===== src/tmr_irq_defs.vh =====
// Constants for the external interrupt flag and timer mode block.
// Assumes an APB slave with 32-bit data and registers on aligned words.
// Notes on behaviour
// - Set irq B flag on matching edge/level.
// - Irq B flag cleared by software, or by vectoring in edge mode.
// - Irq A flag cleared by software, or by vectoring in edge mode.
// - Mode register layout, all bits reset zero.
// - Gate set: timer B needs run and pin.
// - Count source one: count falling external edges.
`ifndef TMR_IRQ_DEFS_VH
`define TMR_IRQ_DEFS_VH
`define ADDR_TIMER_CONTROL 12'h000
`define ADDR_TIMER_MODE 12'h004
`define ADDR_POLARITY 12'h008
`define ADDR_STATUS 12'h00c
`define CTL_RUN_B 7
`define CTL_RUN_A 5
`define CTL_FLAG_B 3
`define CTL_TYPE_B 2
`define CTL_FLAG_A 1
`define CTL_TYPE_A 0
`define MODE_GATE_B 7
`define MODE_SRC_B 6
`define MODE_FIELD_B_HI 5
`define MODE_FIELD_B_LO 4
`define MODE_GATE_A 3
`define MODE_SRC_A 2
`define MODE_FIELD_A_HI 1
`define MODE_FIELD_A_LO 0
`define POL_A 0
`define POL_B 1
`define RESET_BYTE 8'h00
`define RESET_POL 2'h0
`define BYTE_MSB 7
`define DATA_LSB 0
`define STATUS_MSB 3
`define DATA_ZERO 32'h00000000
`define FIELD_ZERO 2'h0
`define PIN_IDLE 1'b1
`endif


===== src/pin_sync3.v =====
// Three-stage synchroniser for one pin, with an agreed-change output.
// Assumes the pin is asynchronous to clk; ce freezes all stages.
`timescale 1ns/100ps
`include "tmr_irq_defs.vh"
module pin_sync3 (
    input wire clk,
    input wire nrst,
    input wire ce,
    input wire pinIn,
    output reg pinOut
);
    // Raw first stage, read only by the second stage.
    reg stage1;
    // Second and third stages; a change counts once both agree.
    reg stage2;
    reg stage3;

    // Shift chain and agreement filter.
    always @(posedge clk or negedge nrst) begin
        if (!nrst) begin
            // Stages start at the idle level, so reset release shows no false edge.
            stage1 <= `PIN_IDLE;
            stage2 <= `PIN_IDLE;
            stage3 <= `PIN_IDLE;
            pinOut <= `PIN_IDLE;
        end else if (ce) begin
            stage1 <= pinIn;
            stage2 <= stage1;
            stage3 <= stage2;
            // Only an agreed level replaces the filtered output.
            if (stage2 == stage3) begin
                pinOut <= stage3;
            end
        end
    end
endmodule // pin_sync3


===== src/ext_irq_timer_mode.v =====
// External interrupt flags, trigger selects and timer mode register over APB.
// Assumes async pins for interrupts and count inputs, and a CPU vector strobe.
`timescale 1ns/100ps
`include "tmr_irq_defs.vh"
module ext_irq_timer_mode (
    input wire clk,
    input wire nrst,
    input wire ce,
    input wire psel,
    input wire penable,
    input wire pwrite,
    input wire [11:0] paddr,
    input wire [31:0] pwdata,
    output reg [31:0] prdata,
    output wire pready,
    output wire pslverr,
    input wire extIrqAInput,
    input wire extIrqBInput,
    input wire tmrACountPin,
    input wire tmrBCountPin,
    input wire vectorIrqA,
    input wire vectorIrqB,
    output reg extIrqAFlag,
    output reg extIrqBFlag,
    output reg tmrACountEnable,
    output reg tmrBCountEnable,
    output reg tmrACountTick,
    output reg tmrBCountTick,
    output reg [1:0] tmrAModeField,
    output reg [1:0] tmrBModeField
);
    // Mode register and the control bits kept here.
    reg [7:0] timerModeSelect;
    reg tmrARunBit;
    reg tmrBRunBit;
    reg extIrqATriggerType;
    reg extIrqBTriggerType;
    reg [1:0] polarity;
    // Filtered pin levels and their previous values.
    wire irqASync;
    wire irqBSync;
    wire cntASync;
    wire cntBSync;
    reg irqAPrev;
    reg irqBPrev;
    reg cntAPrev;
    reg cntBPrev;

    // Active level of an interrupt pin after polarity.
    function active;
        input level;
        input pol;
        begin
            active = level ^ ~pol;
        end
    endfunction

    // True when an address selects one of the four mapped words.
    function isMapped;
        input [11:0] addr;
        begin
            isMapped = (addr == `ADDR_TIMER_CONTROL) || (addr == `ADDR_TIMER_MODE) ||
                       (addr == `ADDR_POLARITY) || (addr == `ADDR_STATUS);
        end
    endfunction

    // Interrupt A pin filter.
    pin_sync3 syncIrqA (
        .clk(clk),
        .nrst(nrst),
        .ce(ce),
        .pinIn(extIrqAInput),
        .pinOut(irqASync)
    );
    // Interrupt B pin filter.
    pin_sync3 syncIrqB (
        .clk(clk),
        .nrst(nrst),
        .ce(ce),
        .pinIn(extIrqBInput),
        .pinOut(irqBSync)
    );
    // Timer A count pin filter.
    pin_sync3 syncCntA (
        .clk(clk),
        .nrst(nrst),
        .ce(ce),
        .pinIn(tmrACountPin),
        .pinOut(cntASync)
    );
    // Timer B count pin filter.
    pin_sync3 syncCntB (
        .clk(clk),
        .nrst(nrst),
        .ce(ce),
        .pinIn(tmrBCountPin),
        .pinOut(cntBSync)
    );

    // Bus always answers in the access cycle; unmapped addresses error.
    wire mapped = isMapped(paddr);
    assign pready = 1'b1;
    assign pslverr = psel & penable & ~mapped;
    // Writes land at the access edge; ce low refuses them without a wait state.
    wire wrEn = psel & penable & pwrite & ce;
    // Read data is captured in the setup cycle of a read.
    wire setupRd = psel & ~penable & ~pwrite;

    // Write strobe for one mapped word.
    function writeTo;
        input [11:0] addr;
        begin
            writeTo = wrEn & (paddr == addr);
        end
    endfunction

    wire wrCtl = writeTo(`ADDR_TIMER_CONTROL);
    wire wrMode = writeTo(`ADDR_TIMER_MODE);
    wire wrPol = writeTo(`ADDR_POLARITY);
    // Active events; edge mode sees the asserting edge, level mode the level.
    wire irqAActive = active(irqASync, polarity[`POL_A]);
    wire irqBActive = active(irqBSync, polarity[`POL_B]);
    wire irqAPrevActive = active(irqAPrev, polarity[`POL_A]);
    wire irqBPrevActive = active(irqBPrev, polarity[`POL_B]);
    wire eventA = extIrqATriggerType ? (irqAActive & ~irqAPrevActive) : irqAActive;
    wire eventB = extIrqBTriggerType ? (irqBActive & ~irqBPrevActive) : irqBActive;

    // Register writes, flag updates and timer enables.
    always @(posedge clk or negedge nrst) begin
        if (!nrst) begin
            timerModeSelect <= `RESET_BYTE;
            tmrARunBit <= 1'b0;
            tmrBRunBit <= 1'b0;
            extIrqATriggerType <= 1'b0;
            extIrqBTriggerType <= 1'b0;
            polarity <= `RESET_POL;
            extIrqAFlag <= 1'b0;
            extIrqBFlag <= 1'b0;
            // Previous levels match the idle pin, so no edge follows reset.
            irqAPrev <= `PIN_IDLE;
            irqBPrev <= `PIN_IDLE;
            cntAPrev <= `PIN_IDLE;
            cntBPrev <= `PIN_IDLE;
            tmrACountEnable <= 1'b0;
            tmrBCountEnable <= 1'b0;
            tmrACountTick <= 1'b0;
            tmrBCountTick <= 1'b0;
            tmrAModeField <= `FIELD_ZERO;
            tmrBModeField <= `FIELD_ZERO;
        end else if (ce) begin
            irqAPrev <= irqASync;
            irqBPrev <= irqBSync;
            cntAPrev <= cntASync;
            cntBPrev <= cntBSync;
            if (wrMode) begin
                timerModeSelect <= pwdata[`BYTE_MSB:`DATA_LSB];
            end
            if (wrPol) begin
                polarity <= pwdata[`POL_B:`POL_A];
            end
            if (wrCtl) begin
                tmrBRunBit <= pwdata[`CTL_RUN_B];
                tmrARunBit <= pwdata[`CTL_RUN_A];
                extIrqBTriggerType <= pwdata[`CTL_TYPE_B];
                extIrqATriggerType <= pwdata[`CTL_TYPE_A];
            end
            // irq B clear; a new event wins over any clear.
            if (eventB) begin
                extIrqBFlag <= 1'b1;
            end else if (wrCtl) begin
                extIrqBFlag <= pwdata[`CTL_FLAG_B];
            end else if (vectorIrqB && extIrqBTriggerType) begin
                extIrqBFlag <= 1'b0;
            end
            // irq A clear; the same precedence as irq B.
            if (eventA) begin
                extIrqAFlag <= 1'b1;
            end else if (wrCtl) begin
                extIrqAFlag <= pwdata[`CTL_FLAG_A];
            end else if (vectorIrqA && extIrqATriggerType) begin
                extIrqAFlag <= 1'b0;
            end
            tmrBCountEnable <= tmrBRunBit & (~timerModeSelect[`MODE_GATE_B] | irqBActive);
            tmrACountEnable <= tmrARunBit & (~timerModeSelect[`MODE_GATE_A] | irqAActive);
            // falling edge count; a tick only in counter mode.
            tmrBCountTick <= timerModeSelect[`MODE_SRC_B] & cntBPrev & ~cntBSync;
            tmrACountTick <= timerModeSelect[`MODE_SRC_A] & cntAPrev & ~cntASync;
            tmrBModeField <= timerModeSelect[`MODE_FIELD_B_HI:`MODE_FIELD_B_LO];
            tmrAModeField <= timerModeSelect[`MODE_FIELD_A_HI:`MODE_FIELD_A_LO];
        end
    end

    // Read word for one address; reserved bits and unmapped words read zero.
    function [31:0] readWord;
        input [11:0] addr;
        begin
            readWord = `DATA_ZERO;
            case (addr)
                `ADDR_TIMER_CONTROL: begin
                    readWord[`CTL_RUN_B] = tmrBRunBit;
                    readWord[`CTL_RUN_A] = tmrARunBit;
                    readWord[`CTL_FLAG_B] = extIrqBFlag;
                    readWord[`CTL_TYPE_B] = extIrqBTriggerType;
                    readWord[`CTL_FLAG_A] = extIrqAFlag;
                    readWord[`CTL_TYPE_A] = extIrqATriggerType;
                end
                `ADDR_TIMER_MODE: readWord[`BYTE_MSB:`DATA_LSB] = timerModeSelect;
                `ADDR_POLARITY: readWord[`POL_B:`POL_A] = polarity;
                `ADDR_STATUS: readWord[`STATUS_MSB:`DATA_LSB] = {cntBSync, cntASync, irqBSync, irqASync};
                default: readWord = `DATA_ZERO;
            endcase
        end
    endfunction

    // Read data register: loaded in the setup cycle, it stands for the whole
    // access cycle; the price is that a read shows the state one cycle early.
    always @(posedge clk or negedge nrst) begin
        if (!nrst) begin
            prdata <= `DATA_ZERO;
        end else if (ce) begin
            // Writes leave the last read word in place.
            if (setupRd) begin
                prdata <= readWord(paddr);
            end
        end
    end
endmodule // ext_irq_timer_mode


===== config.mk =====
export PLATFORM = sky130hd
export DESIGN_NAME = ext_irq_timer_mode
export DESIGN_NICKNAME = d
export VERILOG_FILES = /design/src/pin_sync3.v /design/src/ext_irq_timer_mode.v
export VERILOG_INCLUDE_DIRS = /design/src
export SDC_FILE = /design/constraint.sdc
export NUM_CORES = 1
export LEC_CHECK = 0
export BUFFER_PORTS_ARGS = -buffer_cell sky130_fd_sc_hd__buf_2
export CORE_UTILIZATION = 45
export DETAILED_ROUTE_END_ITERATION = 8
export GPL_TIMING_DRIVEN = 0
export HOLD_SLACK_MARGIN = 0.1
export PLACE_DENSITY = 0.75
export SLEW_MARGIN = 20
export SYNTH_ARGS = -nofsm -noshare
export SYNTH_HDL_FRONTEND = slang
export SYNTH_SLANG_ARGS = --single-unit

===== constraint.sdc =====
create_clock -name clk -period 2.6 [get_ports clk]
set_input_delay 0.39 -clock clk [delete_from_list [all_inputs] [get_ports clk]]
set_output_delay 0.39 -clock clk [all_outputs]
set_load 0.02 [all_outputs]

==> flow_metrics.env, run 1 <==
export IMPL_routed_via_density=4.863
export IMPL_critical_path_class="in -> reg"
export IMPL_period_needed_ps=2477
export IMPL_vias=1770
export IMPL_cp_arrival_ps=2680
export IMPL_htreeDepth=2
export IMPL_reg2reg_depth=4
export IMPL_layout_common_cells="48 x buf_2, 32 x dfrtp_1, 30 x mux2_2, 26 x buf_4, 25 x conb_1"
export IMPL_max_slew_worst_pin_slew_ps=853.6
export IMPL_finalWeightedCongestion=0.7499
export IMPL_power_density_mw_per_mm2=581.2
export IMPL_cts_tree="built"
export IMPL_nNetsFinal=347
export IMPL_drv_cap=0
export IMPL_drive_gt1_share_pct=49.66
export IMPL_avgSynthCellArea_um2=12.03
export IMPL_first_pass_iters=4
export IMPL_ios=100
export IMPL_synth_area_mm2=0.002550
export IMPL_die_h_um=77.28
export IMPL_ys_async_sr_fraction_pct=100.0
export IMPL_placedCellCount=356
export IMPL_antenna_found_initial=0
export IMPL_rsz0062_at_grt="false"
export IMPL_clock_sinks=52
export IMPL_finalInstanceArea_mm2=0.003085
export IMPL_cts_root_buf="clkbuf_8"
export IMPL_hold_viol=0
export IMPL_final_instance_count_excl_fill=364
export IMPL_place_ws_ps=-202.3
export IMPL_r2r_slack_ps=1230
export IMPL_design_die_area_mm2=0.005971
export IMPL_ys_seq_elements=52
export IMPL_ys_types=38
export IMPL_final_antenna_net_count=0
export IMPL_io_buffer_count=49
export IMPL_peakVddDrop_mv=0.3700
export IMPL_required_ps=2800
export IMPL_post_route_drc_count=0
export IMPL_ctsResizeCount=0
export IMPL_cts_buffers=5
export IMPL_insertion_delay_ps=310
export IMPL_synth_edf_count=0
export IMPL_syn_to_final_growth_pct=21.00
export IMPL_final_common_cell="buf_2"
export IMPL_grt_usage_pct=17.25
export IMPL_status="finished, final reports clean"
export IMPL_path_clk_slew_ps=90
export IMPL_die_w_um=77.28
export IMPL_placed_area_mm2=0.002974
export IMPL_clock_path_buffers=2
export IMPL_place_hpwl_um=3505
export IMPL_fmax_ghz=0.4037
export IMPL_start_util_pct=46.59
export IMPL_coreArea_mm2=0.005473
export IMPL_yosys_warnings=0
export IMPL_grt_ovfl_total=0
export IMPL_hold_buffers=0
export IMPL_start_kind="primary input"
export IMPL_antennaDiodeCount=0
export IMPL_grt_pass1_vias=1721
export IMPL_total_power_mw=1.793
export IMPL_worstPathMaxFanout=9
export IMPL_grt_pass1_wl_um=7955
export IMPL_worst_slack_ps=122.9
export IMPL_fin_tns_setup_ps=0
export IMPL_placementRows=27
export IMPL_slew_headroom_pct=42.62
export IMPL_grt_max_degree=53
export IMPL_cts_setup_buffers=0
export IMPL_first_iter_violations=51
export IMPL_wl_per_cell_um=13.27
export IMPL_skew_ps=3.409
export IMPL_yosys_most_used_dff="dfrtp_1"
export IMPL_fillerInstances=491
export IMPL_yosysSeqAreaShare_pct=52.01
export IMPL_hold_path_class="in -> async"
export IMPL_holdWs_ps=102.0
export IMPL_period_share_pct=95.27
export IMPL_netlist_instances=212
export IMPL_maxSlewViolCount=0
export IMPL_finalSetupViolations=0
export IMPL_wirelength_um=4830
export IMPL_utilization_pct=56.38
export IMPL_worst_setup_path_end_kind="flop"
export IMPL_p_leak_nw=1.531
[power by group]
| part | total, mW | leakage (nW) | switching (mW) | internal (mW) |
|---|---|---|---|---|
| combinational | 0.260 | 0.830 | 0.127 | 0.133 |
| sequential | 0.982 | 0.646 | 0.0589 | 0.923 |
| clock | 0.552 | 0.0541 | 0.267 | 0.285 |
[worst paths after layout]
kind,from,to
worst max-delay path,paddr[5],timerModeSelect[6]
worst min-delay path,nrst,tmrAModeField[1]
worst max register to register,syncIrqB.pinOut,extIrqBFlag
worst min register to register,prdata[0],prdata[0]
max in group asynchronous,nrst,tmrBCountEnable
min in group clk,tmrBCountPin,syncCntB.stage1
[cell usage after synthesis, types with 4 or more instances]
cell      count  area (um^2)
mux2_4        8        120.1
nand2b_1      4        25.02
a21oi_1      10        50.05
dfrtp_1      32        800.8
nand2_1       9        33.78
o31ai_1       4        30.03
mux2i_1       4        40.04
mux2_2       30        337.8
buf_4        25        187.7
inv_1         5        18.77
nor2_1        7        26.28
dfstp_2      20        525.5
o21ai_0       8        40.04
clkbuf_1      7        26.28
[cells by family (layout without fill, tap and decap cells)]
group                     count (synthesis)  after routing  share of synthesized area, %
muxes                                    42             42                         19.53
AOI/OAI and AO/OA                        32             32                         7.900
and+or+nand+nor                          41             41                         9.323
other                                     2             25                        0.2945
buffers and inverters                    40             97                         9.912
DFF                                      52             52                         52.01
xor gates and xnor gates                  3              3                         1.031
[per-layer routing]
layer  up-vias  GRT usage, %  wire, um
met2        68         29.20      2371
met5         -             0         0
li1        852             -         -
met4         0         6.604        72
met1       843         21.11      2076
met3         7         4.167       309
[final cells by class]
| cell class | count | area (um^2) | area share [%] |
|---|---|---|---|
| plain buffers | 35 | 234.0 | 7.583 |
| inverters | 5 | 18.77 | 0.6083 |
| multi-input cells | 143 | 1057 | 34.27 |
| well taps | 72 | 90.09 | 2.920 |
| clock inverters | 3 | 42.54 | 1.379 |
| clock buffers | 5 | 68.82 | 2.230 |
| repair buffers | 49 | 247.7 | 8.029 |
| flip-flops and latches | 52 | 1326 | 42.98 |
[state kept, by name, indices dropped and copies added (netlist names), 2 cells and up]
signal / flops
polarity: 2
prdata: 8
timerModeSelect: 8
tmrAModeField: 2
tmrBModeField: 2
[worst max-delay path: stages]
cell	delay [ps]
buf_2	90
or4_4	530
or4_1	470
clkbuf_2	210
or4_4	500
buf_6	170
mux2_4	300
Power figures use the tool's default switching activity.
==> inputs of run 2 (changes only) <==
- BUFFER_PORTS_ARGS: -buffer_cell sky130_fd_sc_hd__buf_2 -> -buffer_cell sky130_fd_sc_hd__buf_4
==> flow_metrics.env, run 2 (synthesized netlist as in run 1, its figures left out) <==
export IMPL_status="finished, final reports clean"
export IMPL_die_w_um=77.28
export IMPL_r2r_start="syncIrqB.pinOut"
export IMPL_cts_tree="built"
export IMPL_max_slew_worst_pin_slew_ps=868.0
export IMPL_htreeDepth=2
export IMPL_cp_arrival_ps=2690
export IMPL_cts_buffers=5
export IMPL_utilization_pct=58.05
export IMPL_vias=1731
export IMPL_holdWs_ps=99.69
export IMPL_wl_per_cell_um=13.63
export IMPL_design_die_area_mm2=0.005971
export IMPL_period_needed_ps=2492
export IMPL_ios=100
export IMPL_first_iter_violations=87
export IMPL_grt_usage_pct=17.37
export IMPL_critical_path_most_common_cell="or4_4"
export IMPL_drv_cap=0
export IMPL_io_buffer_count=49
export IMPL_finalSetupViolations=0
export IMPL_cts_setup_buffers=0
export IMPL_layout_common_cells="74 x buf_4, 32 x dfrtp_1, 30 x mux2_2, 25 x conb_1, 20 x dfstp_2"
export IMPL_startpoint="paddr[5]"
export IMPL_power_frac_comb_pct=16.2
export IMPL_placed_area_mm2=0.003094
export IMPL_skew_ps=5.720
export IMPL_path_cells="buf_4 -> or4_4 -> or4_1 -> clkbuf_2 -> or4_4 -> buf_6 -> mux2_4"
export IMPL_ctsResizeCount=0
export IMPL_grt_pass1_vias=1650
export IMPL_reg_top3="prdata x8, timerModeSelect x8"
export IMPL_pwr_share_seq_pct=57.7
export IMPL_clkPwrFrac_pct=26.1
export IMPL_power_density_mw_per_mm2=536.4
export IMPL_first_pass_iters=4
export IMPL_antenna_found_initial=0
export IMPL_final_antenna_net_count=0
export IMPL_placedCellCount=356
export IMPL_required_ps=2800
export IMPL_wirelength_um=4962
export IMPL_nNetsFinal=347
export IMPL_finalWeightedCongestion=0.7525
export IMPL_slew_headroom_pct=41.65
export IMPL_grt_ovfl_total=0
export IMPL_r2r_end="extIrqBFlag"
export IMPL_hold_path_class="in -> async"
export IMPL_hold_viol=0
export IMPL_clock_path_buffers=2
export IMPL_drive_gt1_share_pct=49.32
export IMPL_insertion_delay_ps=310
export IMPL_path_clk_slew_ps=90
export IMPL_internal_power_mw=1.252
export IMPL_die_h_um=77.28
export IMPL_start_kind="primary input"
export IMPL_reg2reg_depth=4
export IMPL_syn_to_final_growth_pct=24.58
export IMPL_p_switching_uw=452.4
export IMPL_antennaDiodeCount=0
export IMPL_worstPathMaxFanout=9
export IMPL_clock_sinks=52
export IMPL_rsz0062_at_grt="false"
export IMPL_crit_end="timerModeSelect[1]"
export IMPL_fillerInstances=486
export IMPL_final_common_cell="buf_4"
export IMPL_period_share_pct=95.86
export IMPL_r2r_slack_ps=1200
export IMPL_cpPeakStageDelay_ps=530
export IMPL_peakVddDrop_mv=0.3885
export IMPL_start_util_pct=46.59
export IMPL_critical_path_class="in -> reg"
export IMPL_placementRows=27
export IMPL_maxSlewViolCount=0
export IMPL_total_power_mw=1.704
export IMPL_hold_buffers=0
export IMPL_slowest_stage="or4_4"
export IMPL_final_instance_count_excl_fill=364
export IMPL_post_route_drc_count=0
export IMPL_routed_via_density=4.755
export IMPL_swShare_pct=26.54
export IMPL_finalInstanceArea_mm2=0.003177
export IMPL_coreArea_mm2=0.005473
export IMPL_fmax_ghz=0.4012
export IMPL_grt_max_degree=53
export IMPL_worst_setup_path_end_kind="flop"
export IMPL_place_hpwl_um=3587
export IMPL_cts_root_buf="clkbuf_8"
export IMPL_grt_pass1_wl_um=7935
export IMPL_p_leak_nw=1.549
## run 2: cell types whose count changed in the layout (fill, tap and decap cells not counted)
cell,change
buf_4,+48
buf_2,-48
clkinv_2,+1
clkinvlp_4,-1
clkinv_1,+1
bufinv_16,-1
## run 2: metal layers
metal	GRT usage [%]	wire [um]	vias to the layer above
met5	0	0	-
met4	6.038	53	0
met3	5.000	271	5
met2	28.05	2383	55
met1	22.17	2254	818
li1	-	-	853
## run 2: power by group through the flow
stage | Sequential [mW] | Clock (mW) | Combinational (mW)
3_5_place_dp | 0.997 | 0 | 0.276
4_1_cts | 0.982 | 0.464 | 0.277
2_1_floorplan | 0.977 | 0 | 0.198
3_3_place_gp | 0.990 | 0 | 0.268
6_report | 0.983 | 0.446 | 0.275
5_1_grt | 0.994 | 0.491 | 0.302
## run 2: worst max-delay path, delay by kind of cell
family	cells	cell delay [ps]
simple gates	3	1500
buf+inv	3	480
mux	1	300
## run 2: worst min-delay path by stage
stage / from / to / slack, ps
finish: nrst / tmrACountTick / 100
global route: nrst / tmrACountTick / 140
CTS: nrst / tmrACountTick / 110
detailed placement: nrst / tmrACountTick / 460
global placement: nrst / extIrqBTriggerType / 460
floorplan: nrst / extIrqAFlag / 90
## run 2: layout make-up
| cell class | instances | area (um^2) | share of cell area (%) |
|---|---|---|---|
| plain buffers | 35 | 234.0 | 7.365 |
| clock buffers | 5 | 68.82 | 2.166 |
| clock inverters | 3 | 13.76 | 0.4332 |
| inverters | 5 | 18.77 | 0.5908 |
| multi-input cells | 143 | 1057 | 33.28 |
| flip-flops and latches | 52 | 1326 | 41.75 |
| well taps | 72 | 90.09 | 2.836 |
| repair buffers | 49 | 367.9 | 11.58 |
## run 2: metrics by stage
stage / TNS [ps] / worst slack [ps]
final: 0 / 107.7
after global routing: 0 / 72.98
after CTS: 0 / 128.6
after detailed placement: -1803 / -202.9
after global placement: -1676 / -189.0
after floorplan: 0 / 22.13
